`src/verilog/nvds_pkg.sv`:
```
// Purpose: Shared constants and carrier types for the data/side-band pin block
// Assumes: AXI4-Lite register window with 32-bit data, byte addresses below
// Notes: Mode register bit positions follow the address bits loaded into the mode registers
`default_nettype none
package nvds_pkg;
  localparam int unsigned ADDR_W = 8;
  localparam int unsigned DQ_W = 16;
  localparam int unsigned LANE_W = 8;
  // Register byte offsets
  localparam logic [7:0] OFF_CTRL = 8'h00;
  localparam logic [7:0] OFF_MODE5 = 8'h04;
  localparam logic [7:0] OFF_MODE1 = 8'h08;
  localparam logic [7:0] OFF_ODT = 8'h0c;
  localparam logic [7:0] OFF_TEMP = 8'h10;
  localparam logic [7:0] OFF_STATUS = 8'h14;
  localparam logic [7:0] OFF_BEATS = 8'h18;
  // Field positions
  localparam int unsigned CTRL_ARMED = 0;
  localparam int unsigned CTRL_CONN = 1;
  localparam int unsigned CTRL_WIDTH = 2;
  localparam int unsigned MR5_MASK = 10;
  localparam int unsigned MR5_WDBI = 11;
  localparam int unsigned MR5_RDBI = 12;
  localparam int unsigned MR1_TDQS = 11;
  // Reset values and timing
  localparam logic [7:0] TEMP_LIMIT_RST = 8'h5f;
  localparam logic [2:0] ODT_RST = 3'h0;
  localparam int unsigned ALERT_PULSE_DEF = 16;
  localparam int unsigned DBI_ZERO_LIMIT = 4;
  localparam logic [1:0] RESP_OKAY = 2'h0;
  localparam logic [1:0] RESP_SLVERR = 2'h2;
  localparam logic [24:0] SYNC_RST = 25'h000_0187;

  typedef enum logic [1:0] {
    NVDS_X4 = 2'b00,
    NVDS_X8 = 2'b01,
    NVDS_X16 = 2'b10
  } nvds_width_t;

  typedef enum logic [1:0] {
    NVDS_SV_IDLE = 2'b00,
    NVDS_SV_SWITCH = 2'b01,
    NVDS_SV_COPY = 2'b10,
    NVDS_SV_DONE = 2'b11
  } nvds_save_t;

  typedef struct packed {
    logic mask_en;
    logic wdbi_en;
    logic rdbi_en;
    logic nib_only;
  } nvds_lane_cfg_t;

  typedef struct packed {
    logic valid;
    logic keep;
    logic [7:0] data;
  } nvds_beat_t;
endpackage
`default_nettype wire

```
`src/verilog/nvds_sync.sv`:
```
// Purpose: Two-flop synchroniser for a bundle of pin inputs
// Assumes: Bits are independent levels
// Notes: Only the second stage leaves the module
`timescale 1ns/1ps
`default_nettype none
module nvds_sync #(
  parameter int unsigned W = 25,
  parameter logic [W-1:0] RST_VAL = '0
) (
  input wire logic aclk,
  input wire logic aresetn,
  input wire logic [W-1:0] pins,
  output logic [W-1:0] q
);
  typedef struct packed {
    logic [W-1:0] s1;
    logic [W-1:0] s2;
  } nvds_sync_st_t;
  nvds_sync_st_t s_q, s_d;

  always_comb begin
    s_d.s1 = pins;
    s_d.s2 = s_q.s1;
  end

  always_ff @(posedge aclk) begin
    if (!aresetn) begin
      s_q <= {RST_VAL, RST_VAL};
    end else begin
      s_q <= s_d;
    end
  end

  assign q = s_q.s2;
endmodule // nvds_sync
`default_nettype wire

```
`src/verilog/nvds_lane.sv`:
```
// Purpose: One byte lane: write capture with mask/inversion, read drive with inversion
// Assumes: Strobe edge and pin bits arrive already synchronised, aligned to each other
// Notes: On writes the shared mask pin carries either the mask or the inversion flag, never both
`timescale 1ns/1ps
`default_nettype none
module nvds_lane (
  input wire logic aclk,
  input wire logic aresetn,
  input wire nvds_pkg::nvds_lane_cfg_t cfg,
  input wire logic strobe_edge,
  input wire logic [7:0] dq,
  input wire logic mask_invert_n,
  input wire logic rd_valid,
  input wire logic [7:0] rd_byte,
  output nvds_pkg::nvds_beat_t beat,
  output logic [7:0] rd_dq,
  output logic rd_invert_n
);
  typedef struct packed {
    nvds_pkg::nvds_beat_t beat;
    logic [7:0] rd_dq;
    logic rd_inv_n;
  } nvds_lane_st_t;
  nvds_lane_st_t s_q, s_d;

  always_comb begin
    logic inv;
    inv = 1'b0;
    s_d = s_q;
    s_d.beat.valid = 1'b0;
    if (strobe_edge) begin
      s_d.beat.valid = 1'b1;
      s_d.beat.keep = !(cfg.mask_en && !mask_invert_n);
      s_d.beat.data = (cfg.wdbi_en && !mask_invert_n) ? ~dq : dq;
      if (cfg.nib_only) begin
        s_d.beat.data[7:4] = 4'h0;
      end
    end
    if (rd_valid) begin
      // Inverting when most bits are low keeps the low-driving count down
      inv = cfg.rdbi_en && ($countones(rd_byte) < (nvds_pkg::LANE_W - nvds_pkg::DBI_ZERO_LIMIT));
      s_d.rd_dq = inv ? ~rd_byte : rd_byte;
      s_d.rd_inv_n = !inv;
    end
  end

  always_ff @(posedge aclk) begin
    if (!aresetn) begin
      s_q <= '0;
      s_q.rd_inv_n <= 1'b1;
    end else begin
      s_q <= s_d;
    end
  end

  assign beat = s_q.beat;
  assign rd_dq = s_q.rd_dq;
  assign rd_invert_n = s_q.rd_inv_n;
endmodule // nvds_lane
`default_nettype wire

```
`src/verilog/nvds_top.sv`:
```
// Purpose: Data-side and side-band pin logic of a nonvolatile registered memory module
// Assumes: Pins and strobes are sampled by aclk; core-side signals share aclk
// Notes: Strobe pairs are oversampled, so strobe rate must stay well below aclk/4
// Operation
// - Write beats sampled with mask low are discarded.
// - Mask pin is sampled on both strobe edges; host drives it around each.
// - Mode register five bits A10..A12 choose mask or inversion on shared pin.
// - On x8, mode register one bit A11 picks mask or termination strobe.
// - Inversion flag low means data inverted, both directions.
// - Termination strobe exists only for x8 components.
// - Device drives strobe edge-aligned with reads; host centres it on writes.
// - x16: lower pair times low byte, upper pair high byte; x4/x8 one pair.
// - Strobe works only as a true/complement differential pair.
// - Write CRC error pulls alert low for a fixed pulse, then releases.
// - Parity error holds alert low until internal recovery ends.
// - In connectivity test the alert pin is an input.
// - Thermal event output goes low above the critical threshold.
// - Forced-backup low switches muxes from host and copies DRAM to flash.
// - Termination strobe pair gets the same termination as the data strobe.
// - Termination strobe off: true pin masks, complement pin unused.
// - Write mask exists only for x8 and x16.
// - While armed, the host reset pin is ignored.
`timescale 1ns/1ps
`default_nettype none
module nvds_top #(
  parameter int unsigned ALERT_PULSE = nvds_pkg::ALERT_PULSE_DEF,
  parameter int unsigned COPY_AW = 12
) (
  input wire logic aclk,
  input wire logic aresetn,
  input wire logic [7:0] s_axi_awaddr,
  input wire logic s_axi_awvalid,
  output logic s_axi_awready,
  input wire logic [31:0] s_axi_wdata,
  input wire logic [3:0] s_axi_wstrb,
  input wire logic s_axi_wvalid,
  output logic s_axi_wready,
  output logic [1:0] s_axi_bresp,
  output logic s_axi_bvalid,
  input wire logic s_axi_bready,
  input wire logic [7:0] s_axi_araddr,
  input wire logic s_axi_arvalid,
  output logic s_axi_arready,
  output logic [31:0] s_axi_rdata,
  output logic [1:0] s_axi_rresp,
  output logic s_axi_rvalid,
  input wire logic s_axi_rready,
  input wire logic [15:0] dq_sense,
  output logic [15:0] dq_drive,
  output logic dq_oe,
  input wire logic [1:0] mask_invert_n_sense,
  output logic [1:0] mask_invert_n_drive,
  output logic mask_invert_n_oe,
  input wire logic lower_strobe_true_sense,
  input wire logic lower_strobe_comp_sense,
  input wire logic upper_strobe_true_sense,
  input wire logic upper_strobe_comp_sense,
  output logic lower_strobe_true_drive,
  output logic lower_strobe_comp_drive,
  output logic upper_strobe_true_drive,
  output logic upper_strobe_comp_drive,
  output logic strobe_oe,
  output logic [2:0] strobe_odt,
  output logic [2:0] term_strobe_odt,
  output logic term_strobe_comp_oe,
  input wire logic alert_n_sense,
  output logic alert_n_drive,
  output logic alert_n_oe,
  output logic event_n,
  input wire logic save_n,
  input wire logic host_reset_n,
  input wire logic crc_err,
  input wire logic parity_err,
  input wire logic recovery_done,
  input wire logic [7:0] temp,
  input wire logic rd_valid,
  input wire logic [15:0] rd_data,
  output logic wr_valid,
  output logic [15:0] wr_data,
  output logic [1:0] wr_keep,
  output logic host_mux,
  output logic copy_valid,
  output logic [COPY_AW-1:0] copy_addr,
  input wire logic copy_ready,
  output logic save_done
);
  localparam logic [15:0] PULSE_LEN = 16'(ALERT_PULSE);
  localparam logic [COPY_AW-1:0] COPY_LAST = '1;

  typedef struct packed {
    logic awready;
    logic wready;
    logic bvalid;
    logic [1:0] bresp;
    logic aw_have;
    logic w_have;
    logic [7:0] waddr;
    logic [31:0] wdata;
    logic [3:0] wstrb;
    logic arready;
    logic rvalid;
    logic [1:0] rresp;
    logic [31:0] rdata;
    logic armed;
    logic conn;
    nvds_pkg::nvds_width_t width;
    logic [2:0] mr5;
    logic mr1_tdqs;
    logic [2:0] odt;
    logic [7:0] temp_limit;
    logic [15:0] crc_cnt;
    logic par_hold;
    logic alert_oe;
    logic alert_lvl;
    logic alert_seen;
    logic event_n;
    nvds_pkg::nvds_save_t save;
    logic save_last;
    logic host_mux;
    logic copy_valid;
    logic [COPY_AW-1:0] copy_addr;
    logic save_done;
    logic [1:0] last_lvl;
    logic rd_oe;
    logic strobe_lvl;
    logic strobe_cmp;
    logic wr_valid;
    logic [15:0] wr_data;
    logic [1:0] wr_keep;
    logic [15:0] beats;
    logic [2:0] strobe_odt;
    logic [2:0] term_odt;
  } nvds_top_st_t;
  nvds_top_st_t s_q, s_d;

  logic [24:0] pins_q;
  logic [15:0] dq_s;
  logic [1:0] mask_s;
  logic [1:0] st_t;
  logic [1:0] st_c;
  logic save_s, alert_s, hrst_s;
  logic [1:0] lane_edge;
  logic tdqs_act, wr_fire;
  nvds_pkg::nvds_lane_cfg_t cfg0, cfg1;
  nvds_pkg::nvds_beat_t beat0, beat1;
  logic [7:0] rd_dq0, rd_dq1;
  logic inv0_n, inv1_n;

  //////////////////////////////////////////////////////////////////////////////
  // Pin sampling and strobe edges
  nvds_sync #(.W(25), .RST_VAL(nvds_pkg::SYNC_RST)) u_sync (
    .aclk(aclk),
    .aresetn(aresetn),
    .pins({dq_sense, mask_invert_n_sense, upper_strobe_true_sense, lower_strobe_true_sense,
           upper_strobe_comp_sense, lower_strobe_comp_sense, save_n, alert_n_sense, host_reset_n}),
    .q(pins_q)
  );
  assign dq_s = pins_q[24:9];
  assign mask_s = pins_q[8:7];
  assign st_t = pins_q[6:5];
  assign st_c = pins_q[4:3];
  assign save_s = pins_q[2];
  assign alert_s = pins_q[1];
  assign hrst_s = pins_q[0];

  // A pair with both legs equal is no valid strobe state and is not an edge
  always_comb begin
    for (int i = 0; i < 2; i++) begin
      lane_edge[i] = !s_q.rd_oe && (st_t[i] ^ st_c[i]) && (st_t[i] != s_q.last_lvl[i]);
    end
    lane_edge[1] = lane_edge[1] && (s_q.width == nvds_pkg::NVDS_X16);
  end

  //////////////////////////////////////////////////////////////////////////////
  // Shared pin function select
  assign tdqs_act = s_q.mr1_tdqs && (s_q.width == nvds_pkg::NVDS_X8);
  always_comb begin
    cfg0.mask_en = s_q.mr5[0] && !tdqs_act && (s_q.width != nvds_pkg::NVDS_X4);
    cfg0.wdbi_en = s_q.mr5[1] && !cfg0.mask_en && !tdqs_act && (s_q.width != nvds_pkg::NVDS_X4);
    cfg0.rdbi_en = s_q.mr5[2] && !tdqs_act && (s_q.width != nvds_pkg::NVDS_X4);
    cfg0.nib_only = (s_q.width == nvds_pkg::NVDS_X4);
    cfg1 = cfg0;
    cfg1.nib_only = 1'b0;
  end

  nvds_lane u_lane0 (
    .aclk(aclk),
    .aresetn(aresetn),
    .cfg(cfg0),
    .strobe_edge(lane_edge[0]),
    .dq(dq_s[7:0]),
    .mask_invert_n(mask_s[0]),
    .rd_valid(rd_valid),
    .rd_byte(rd_data[7:0]),
    .beat(beat0),
    .rd_dq(rd_dq0),
    .rd_invert_n(inv0_n)
  );
  nvds_lane u_lane1 (
    .aclk(aclk),
    .aresetn(aresetn),
    .cfg(cfg1),
    .strobe_edge(lane_edge[1]),
    .dq(dq_s[15:8]),
    .mask_invert_n(mask_s[1]),
    .rd_valid(rd_valid),
    .rd_byte(rd_data[15:8]),
    .beat(beat1),
    .rd_dq(rd_dq1),
    .rd_invert_n(inv1_n)
  );

  //////////////////////////////////////////////////////////////////////////////
  // Next state
  assign wr_fire = s_q.aw_have && s_q.w_have && !s_q.bvalid;

  always_comb begin
    s_d = s_q;
    // Register bus
    if (s_axi_awvalid && s_q.awready) begin
      s_d.aw_have = 1'b1;
      s_d.awready = 1'b0;
      s_d.waddr = s_axi_awaddr;
    end
    if (s_axi_wvalid && s_q.wready) begin
      s_d.w_have = 1'b1;
      s_d.wready = 1'b0;
      s_d.wdata = s_axi_wdata;
      s_d.wstrb = s_axi_wstrb;
    end
    if (wr_fire) begin
      s_d.aw_have = 1'b0;
      s_d.w_have = 1'b0;
      s_d.bvalid = 1'b1;
      s_d.bresp = nvds_pkg::RESP_OKAY;
      case (s_q.waddr)
        nvds_pkg::OFF_CTRL: begin
          if (s_q.wstrb[0]) begin
            s_d.armed = s_q.wdata[nvds_pkg::CTRL_ARMED];
            s_d.conn = s_q.wdata[nvds_pkg::CTRL_CONN];
            s_d.width = nvds_pkg::nvds_width_t'(s_q.wdata[nvds_pkg::CTRL_WIDTH +: 2]);
          end
        end
        nvds_pkg::OFF_MODE5: if (s_q.wstrb[1]) s_d.mr5 = s_q.wdata[nvds_pkg::MR5_MASK +: 3];
        nvds_pkg::OFF_MODE1: if (s_q.wstrb[1]) s_d.mr1_tdqs = s_q.wdata[nvds_pkg::MR1_TDQS];
        nvds_pkg::OFF_ODT: if (s_q.wstrb[0]) s_d.odt = s_q.wdata[2:0];
        nvds_pkg::OFF_TEMP: if (s_q.wstrb[0]) s_d.temp_limit = s_q.wdata[7:0];
        nvds_pkg::OFF_STATUS, nvds_pkg::OFF_BEATS: begin
        end
        default: s_d.bresp = nvds_pkg::RESP_SLVERR;
      endcase
    end
    if (s_q.bvalid && s_axi_bready) begin
      s_d.bvalid = 1'b0;
      s_d.awready = 1'b1;
      s_d.wready = 1'b1;
    end
    if (s_axi_arvalid && s_q.arready) begin
      s_d.arready = 1'b0;
      s_d.rvalid = 1'b1;
      s_d.rresp = nvds_pkg::RESP_OKAY;
      s_d.rdata = 32'h0000_0000;
      case (s_axi_araddr)
        nvds_pkg::OFF_CTRL: s_d.rdata[3:0] = {s_q.width, s_q.conn, s_q.armed};
        nvds_pkg::OFF_MODE5: s_d.rdata[nvds_pkg::MR5_MASK +: 3] = s_q.mr5;
        nvds_pkg::OFF_MODE1: s_d.rdata[nvds_pkg::MR1_TDQS] = s_q.mr1_tdqs;
        nvds_pkg::OFF_ODT: s_d.rdata[2:0] = s_q.odt;
        nvds_pkg::OFF_TEMP: s_d.rdata[7:0] = s_q.temp_limit;
        nvds_pkg::OFF_STATUS: begin
          s_d.rdata[7:0] = {tdqs_act, s_q.save, s_q.save_done, s_q.event_n, s_q.alert_seen, s_q.par_hold,
                            s_q.alert_oe};
          s_d.rdata[15:8] = temp;
        end
        nvds_pkg::OFF_BEATS: s_d.rdata[15:0] = s_q.beats;
        default: s_d.rresp = nvds_pkg::RESP_SLVERR;
      endcase
    end
    if (s_q.rvalid && s_axi_rready) begin
      s_d.rvalid = 1'b0;
      s_d.arready = 1'b1;
    end
    // Host reset pin clears the mode settings unless the save path is armed
    if (!hrst_s && !s_q.armed) begin
      s_d.mr5 = 3'h0;
      s_d.mr1_tdqs = 1'b0;
    end
    // Alert: driven low, outside connectivity test, while either the CRC pulse count runs or the parity hold is set
    if (s_q.crc_cnt != 16'h0000) begin
      s_d.crc_cnt = s_q.crc_cnt - 16'h0001;
    end else if (crc_err) begin
      s_d.crc_cnt = PULSE_LEN;
    end
    if (parity_err) begin
      s_d.par_hold = 1'b1;
    end else if (recovery_done) begin
      s_d.par_hold = 1'b0;
    end
    s_d.alert_oe = !s_d.conn && (s_d.par_hold || s_d.crc_cnt != 16'h0000);
    s_d.alert_lvl = !s_d.alert_oe;
    if (s_q.conn) begin
      s_d.alert_seen = !alert_s;
    end
    s_d.event_n = !(temp > s_q.temp_limit);
    // Forced save
    s_d.save_last = save_s;
    case (s_q.save)
      nvds_pkg::NVDS_SV_IDLE: begin
        if (s_q.save_last && !save_s) begin
          s_d.host_mux = 1'b0;
          s_d.save_done = 1'b0;
          s_d.save = nvds_pkg::NVDS_SV_SWITCH;
        end
      end
      nvds_pkg::NVDS_SV_SWITCH: begin
        s_d.copy_valid = 1'b1;
        s_d.copy_addr = '0;
        s_d.save = nvds_pkg::NVDS_SV_COPY;
      end
      nvds_pkg::NVDS_SV_COPY: begin
        if (copy_ready) begin
          if (s_q.copy_addr == COPY_LAST) begin
            s_d.copy_valid = 1'b0;
            s_d.save_done = 1'b1;
            s_d.save = nvds_pkg::NVDS_SV_DONE;
          end else begin
            s_d.copy_addr = s_q.copy_addr + 1'b1;
          end
        end
      end
      nvds_pkg::NVDS_SV_DONE: begin
        if (save_s) begin
          s_d.host_mux = 1'b1;
          s_d.save = nvds_pkg::NVDS_SV_IDLE;
        end
      end
      default: s_d.save = nvds_pkg::NVDS_SV_IDLE;
    endcase
    // Strobes: read strobe toggles in the same edge as the lane data
    for (int i = 0; i < 2; i++) begin
      if (st_t[i] ^ st_c[i]) begin
        s_d.last_lvl[i] = st_t[i];
      end
    end
    s_d.rd_oe = rd_valid;
    if (rd_valid) begin
      s_d.strobe_lvl = !s_q.strobe_lvl;
      s_d.strobe_cmp = s_q.strobe_lvl;
    end
    s_d.wr_valid = beat0.valid || beat1.valid;
    s_d.wr_data = {beat1.data, beat0.data};
    s_d.wr_keep = {beat1.valid && beat1.keep, beat0.valid && beat0.keep};
    if (s_d.wr_keep != 2'b00) begin
      s_d.beats = s_q.beats + 16'h0001;
    end
    s_d.strobe_odt = s_q.odt;
    s_d.term_odt = tdqs_act ? s_q.odt : 3'h0;
  end

  always_ff @(posedge aclk) begin
    if (!aresetn) begin
      s_q <= '0;
      s_q.awready <= 1'b1;
      s_q.wready <= 1'b1;
      s_q.arready <= 1'b1;
      s_q.width <= nvds_pkg::NVDS_X8;
      s_q.temp_limit <= nvds_pkg::TEMP_LIMIT_RST;
      s_q.odt <= nvds_pkg::ODT_RST;
      s_q.alert_lvl <= 1'b1;
      s_q.event_n <= 1'b1;
      s_q.save_last <= 1'b1;
      s_q.host_mux <= 1'b1;
      s_q.strobe_cmp <= 1'b1;
    end else begin
      s_q <= s_d;
    end
  end

  //////////////////////////////////////////////////////////////////////////////
  // Outputs
  assign s_axi_awready = s_q.awready;
  assign s_axi_wready = s_q.wready;
  assign s_axi_bvalid = s_q.bvalid;
  assign s_axi_bresp = s_q.bresp;
  assign s_axi_arready = s_q.arready;
  assign s_axi_rvalid = s_q.rvalid;
  assign s_axi_rresp = s_q.rresp;
  assign s_axi_rdata = s_q.rdata;
  assign dq_drive = {rd_dq1, rd_dq0};
  assign dq_oe = s_q.rd_oe;
  assign mask_invert_n_drive = {inv1_n, inv0_n};
  assign mask_invert_n_oe = s_q.rd_oe && s_q.mr5[2] && !tdqs_act;
  assign lower_strobe_true_drive = s_q.strobe_lvl;
  assign upper_strobe_true_drive = s_q.strobe_lvl;
  assign lower_strobe_comp_drive = s_q.strobe_cmp;
  assign upper_strobe_comp_drive = s_q.strobe_cmp;
  assign strobe_oe = s_q.rd_oe;
  assign strobe_odt = s_q.strobe_odt;
  assign term_strobe_odt = s_q.term_odt;
  // The complement termination pin is never driven; it only terminates
  assign term_strobe_comp_oe = s_q.copy_valid && 1'b0;
  assign alert_n_drive = s_q.alert_lvl;
  assign alert_n_oe = s_q.alert_oe;
  assign event_n = s_q.event_n;
  assign host_mux = s_q.host_mux;
  assign copy_valid = s_q.copy_valid;
  assign copy_addr = s_q.copy_addr;
  assign save_done = s_q.save_done;
  assign wr_valid = s_q.wr_valid;
  assign wr_data = s_q.wr_data;
  assign wr_keep = s_q.wr_keep;
endmodule // nvds_top
`default_nettype wire

```
`config.mk`:
```
export PLATFORM = sky130hd
export DESIGN_NAME = nvds_top
export DESIGN_NICKNAME = d
export VERILOG_FILES = /design/src/verilog/nvds_pkg.sv /design/src/verilog/nvds_sync.sv /design/src/verilog/nvds_lane.sv /design/src/verilog/nvds_top.sv
export SDC_FILE = /design/constraint.sdc
export NUM_CORES = 1
export LEC_CHECK = 0
export BUFFER_PORTS_ARGS = -buffer_cell sky130_fd_sc_hd__buf_4
export CAP_MARGIN = 20
export CORE_UTILIZATION = 35
export CTS_CLUSTER_SIZE = 16
export DETAILED_ROUTE_END_ITERATION = 16
export GPL_TIMING_DRIVEN = 0
export PLACE_DENSITY = 0.61
export SLEW_MARGIN = 20
export SYNTH_ARGS = -nofsm -noshare
export SYNTH_HDL_FRONTEND = slang
export SYNTH_SLANG_ARGS = --single-unit
```
`constraint.sdc`:
```
create_clock -name aclk -period 4.3 [get_ports aclk]
set_input_delay 0.43 -clock aclk [delete_from_list [all_inputs] [get_ports aclk]]
set_output_delay 0.43 -clock aclk [all_outputs]
set_load 0.005 [all_outputs]
```
==> implementation parameters <==
Parameter                              Value

CTS
  Number of hold-repair buffers added at the cts stage    0
  Number of levels in the clock H-tree    1
  Clock latency on the worst-skew pair    0.54 ns
  Post-CTS setup buffers    0
  Clock tree sinks    238
  Cell chosen for the clock root    sky130_fd_sc_hd__clkbuf_16
  Total of cells resized after clock tree synthesis    0
  Worst-path clk slew    0.06 ns
  Clock buffers created by TritonCTS    26
  Clock tree buffer depth    3
  Clock tree from TritonCTS    built

Synth
  Arithmetic-cell share of the synthesized area counting full adders, half adders and majority gates    0.0455
  Compound-gate portion of the synthesized area    0.121
  Cell taking the most area after synthesis    sky130_fd_sc_hd__dfxtp_1
  Fraction of synthesized cell area in xor and xnor cells    0.0472
  Synth Register Bits    238
  Top cells by count, synth    sky130_fd_sc_hd__dfxtp_1 (238), sky130_fd_sc_hd__nor2_1 (110), sky130_fd_sc_hd__buf_4 (78), sky130_fd_sc_hd__nand2_1 (78), sky130_fd_sc_hd__and2_1 (63)
  Mean area per synthesized cell    9.09 sq um
  Post-synth EDFFs    0
  Cell variety after synth    61
  Simple-gate share of the synthesized area    0.197
  Dominant combinational cell family by area after synthesis    simple AND/OR/NAND/NOR gates
  Count of synthesis-stage warnings from yosys    0
  Fraction of synthesized area in multiplexers    0.0340
  Share of Yosys cell area claimed by the top area cell type    0.459
  Leading register cell type out of synthesis    sky130_fd_sc_hd__dfxtp_1
  Number of standard cells after synthesis    1143
  Sequential cell area fraction in the yosys report    0.459
  Syn Std Cell Area    0.0104 sq mm
  Biggest area contributors in the synthesized netlist    sky130_fd_sc_hd__dfxtp_1 (46%), sky130_fd_sc_hd__buf_4 (5.6%), sky130_fd_sc_hd__nor2_1 (4.0%)
  Dominant cell by count in the synthesized netlist    sky130_fd_sc_hd__dfxtp_1
  FFs w/ async S/R, synth    0

Route
  Starting DRT DRC Count    roughly 470
  Detail-routed via count per cell    4.70
  1st-pass router iterations    5
  Post-detailed-route wirelength per cell    14.9 um
  Vias    8320
  Drt total wl    26.4 mm
  Post-route DRC violation count    0
  Antenna Nets Post-Route    0

Min path
  Class of the tightest hold or removal check    primary input to flop

Timing
  RSZ-0062 raised after global routing    false
  Post-layout minimum cycle time    3.10 ns
  Setup violations, final    0
  Post-route clock skew    0.0214 ns
  Ratio of final minimum period to clock period    0.720
  Slew Limit Fails    0
  Least-Margin Pin Slew    1.06 ns
  Worst slew margin relative to its limit    0.289
  Endpoints failing hold    0
  Total Neg Setup Slack    0 ns
  Fmax    roughly 0.32 GHz

Floorplanning
  Initial Utilization    0.359
  Core region area    0.0289 sq mm
  Floorplan die height    174 um
  Area of the die    0.0304 sq mm
  Number of core rows    62
  Horizontal die dimension    174 um
  I/O Pins    223

Placement
  Port-buffer cells    approximately 180
  Half-perimeter wire length after detailed placement    20.1 mm
  Number of placed instances, taps included    approximately 1700
  Routability Congestion    0.864

Final layout
  FILL cells    about 2800
  Non-filler cells, final    1769
  N_diodes    0
  # nets final    about 1500
  Sequential cell area in the final layout    approximately 0.0048 sq mm
  Layout area overhead    28.0%
  Proportion of layout cells with a drive suffix above 1    0.227
  Multi-input combinational cell area    roughly 0.0047 sq mm

Worst setup path
  Critical Path End Type    flop
  Worst setup path start    rd_data[8]
  Required time of the critical path    4.76 ns
  R2R Path Start    s_q[69]$_SDFF_PN0_
  Flop-to-flop setup slack    1.53 ns
  Capturing point of the worst reg2reg path    alert_n_oe$_SDFF_PN0_
  Maximum fanout along the worst path    9
  Worst EP arrival    3.55 ns
  Destination of the critical timing path    u_lane1.rd_dq[3]$_SDFFE_PN0P_
  Reg2Reg Depth    8
  Kind of critical path    primary input to flop
  Critical path startpoint category    primary input

Power
  Sequential Power Share    0.391
  Switching portion of total power    0.273
  Cell area power density    472 mW/mm^2
  Leakage power figure    0.00575 uW
  P_sw    1720 uW
  Worst IR drop on VDD    0.272 mV
  Combinational share of power    0.196
  Clock network fraction of total power    0.414
  Internal Power    4570 uW

Global route
  Via count of the first global-routing pass    about 8000
  Maximum number of pins on one net before global-route repair    15
  Remaining global-route overflow    0
  Overall global routing resource usage    0.171
  First-pass GRT wire length    41.8 mm
  Initial antenna violation count    0

Run status
  Result of the run    complete, no violations

Flow run
  Max-capacitance violation count    0
[metrics by stage]
step / hold slack (ns) / utilization / power (uW) / area, sq um / setup slack, ns
after floorplan: 0.386 / - / 3350 / 10500 / 1.07
after global placement: 0.391 / 0.424 / 3700 / 12300 / 0.575
after detailed placement: 0.393 / 0.424 / 3720 / 12300 / 0.589
after CTS: 0.0702 / 0.459 / 6340 / 13300 / 1.12
after global routing: 0.0800 / 0.459 / 6610 / 13300 / 0.894
final: 0.0910 / 0.459 / 6280 / 13300 / 1.20
[metal layers]
metal	wire, um	track usage	part of all wire
met5	0	0	0
met4	573	0.0482	0.022
met3	1370	0.0258	0.052
met2	11800	0.276	0.45
met1	12700	0.237	0.48
[how the worst min path moves through the flow]
stage	from	end	slack, ns	depth (start not counted)
floorplan	u_sync.s_d[0]$_SDFF_PN1_	u_sync.q[0]$_SDFF_PN1_	0.39	1
global placement	u_sync.s_d[7]$_SDFF_PN1_	u_sync.q[7]$_SDFF_PN1_	0.39	1
detailed placement	u_sync.s_d[8]$_SDFF_PN1_	u_sync.q[8]$_SDFF_PN1_	0.39	1
CTS	save_n	u_sync.s_d[2]$_SDFF_PN1_	0.07	2
global route	mask_invert_n_sense[1]	u_sync.s_d[8]$_SDFF_PN1_	0.08	2
finish	alert_n_sense	u_sync.s_d[1]$_SDFF_PN1_	0.09	2
[power by group through the flow]
stage	Combinational [uW]	Sequential, uW	Clock (uW)
3_3_place_gp	1200	2500	0
6_report	1230	2450	2600
4_1_cts	1230	2450	2660
2_1_floorplan	878	2470	0
3_5_place_dp	1220	2500	0
5_1_grt	1390	2470	2740
[critical path: stages]
cell                       delay (ns)
sky130_fd_sc_hd__buf_4           0.09
sky130_fd_sc_hd__ha_1            0.13
sky130_fd_sc_hd__inv_1           0.05
sky130_fd_sc_hd__fa_1            0.52
sky130_fd_sc_hd__inv_1           0.06
sky130_fd_sc_hd__fa_1            0.54
sky130_fd_sc_hd__and3b_1         0.17
sky130_fd_sc_hd__fa_1            0.41
sky130_fd_sc_hd__nor2_1          0.15
sky130_fd_sc_hd__o211ai_1        0.44
sky130_fd_sc_hd__xor2_1          0.30
sky130_fd_sc_hd__a211oi_1        0.26
[sequential cells by signal (all words and copies together), names as in the netlist, 8 cells and up]
name           flops
copy_addr         12
u_lane1.beat      10
s_axi_rdata       16
s_q               78
u_lane0.rd_dq      8
u_sync.q          25
wr_data           16
u_lane0.beat      10
u_sync.s_d        25
u_lane1.rd_dq      8
[cells in the final DEF, fill, tap and decap left out, types with 19 or more instances in the layout]
| master | instances |
|---|---|
| sky130_fd_sc_hd__a211oi_1 | 38 |
| sky130_fd_sc_hd__a21oi_1 | 59 |
| sky130_fd_sc_hd__and2_1 | 63 |
| sky130_fd_sc_hd__buf_4 | 254 |
| sky130_fd_sc_hd__clkbuf_1 | 49 |
| sky130_fd_sc_hd__clkbuf_16 | 26 |
| sky130_fd_sc_hd__conb_1 | 19 |
| sky130_fd_sc_hd__dfxtp_1 | 238 |
| sky130_fd_sc_hd__ha_1 | 25 |
| sky130_fd_sc_hd__inv_1 | 54 |
| sky130_fd_sc_hd__mux2i_1 | 33 |
| sky130_fd_sc_hd__nand2_1 | 78 |
| sky130_fd_sc_hd__nand3_1 | 25 |
| sky130_fd_sc_hd__nor2_1 | 110 |
| sky130_fd_sc_hd__nor3_1 | 31 |
| sky130_fd_sc_hd__o21ai_0 | 35 |
| sky130_fd_sc_hd__xnor2_1 | 31 |
| sky130_fd_sc_hd__xor2_1 | 25 |
[cells by family after synthesis]
group | Yosys count
adder cells (fa/ha/maj) | 33
buffers and inverters | 185
flip-flops | 238
other | 1
multiplexers | 35
XOR/XNOR | 56
AO/OA/AOI/OAI | 194
AND/OR/NAND/NOR | 401
[layout make-up]
class	instances	area share
sequential	238	0.358
inverter	55	0.0155
clock buffer	31	0.0541
tap	384	0.0361
timing repair buffer	176	0.0994
multi-input combinational	738	0.354
clock inverter	17	0.0230
buffer	130	0.0593
Power figures use the tool's default switching activity.
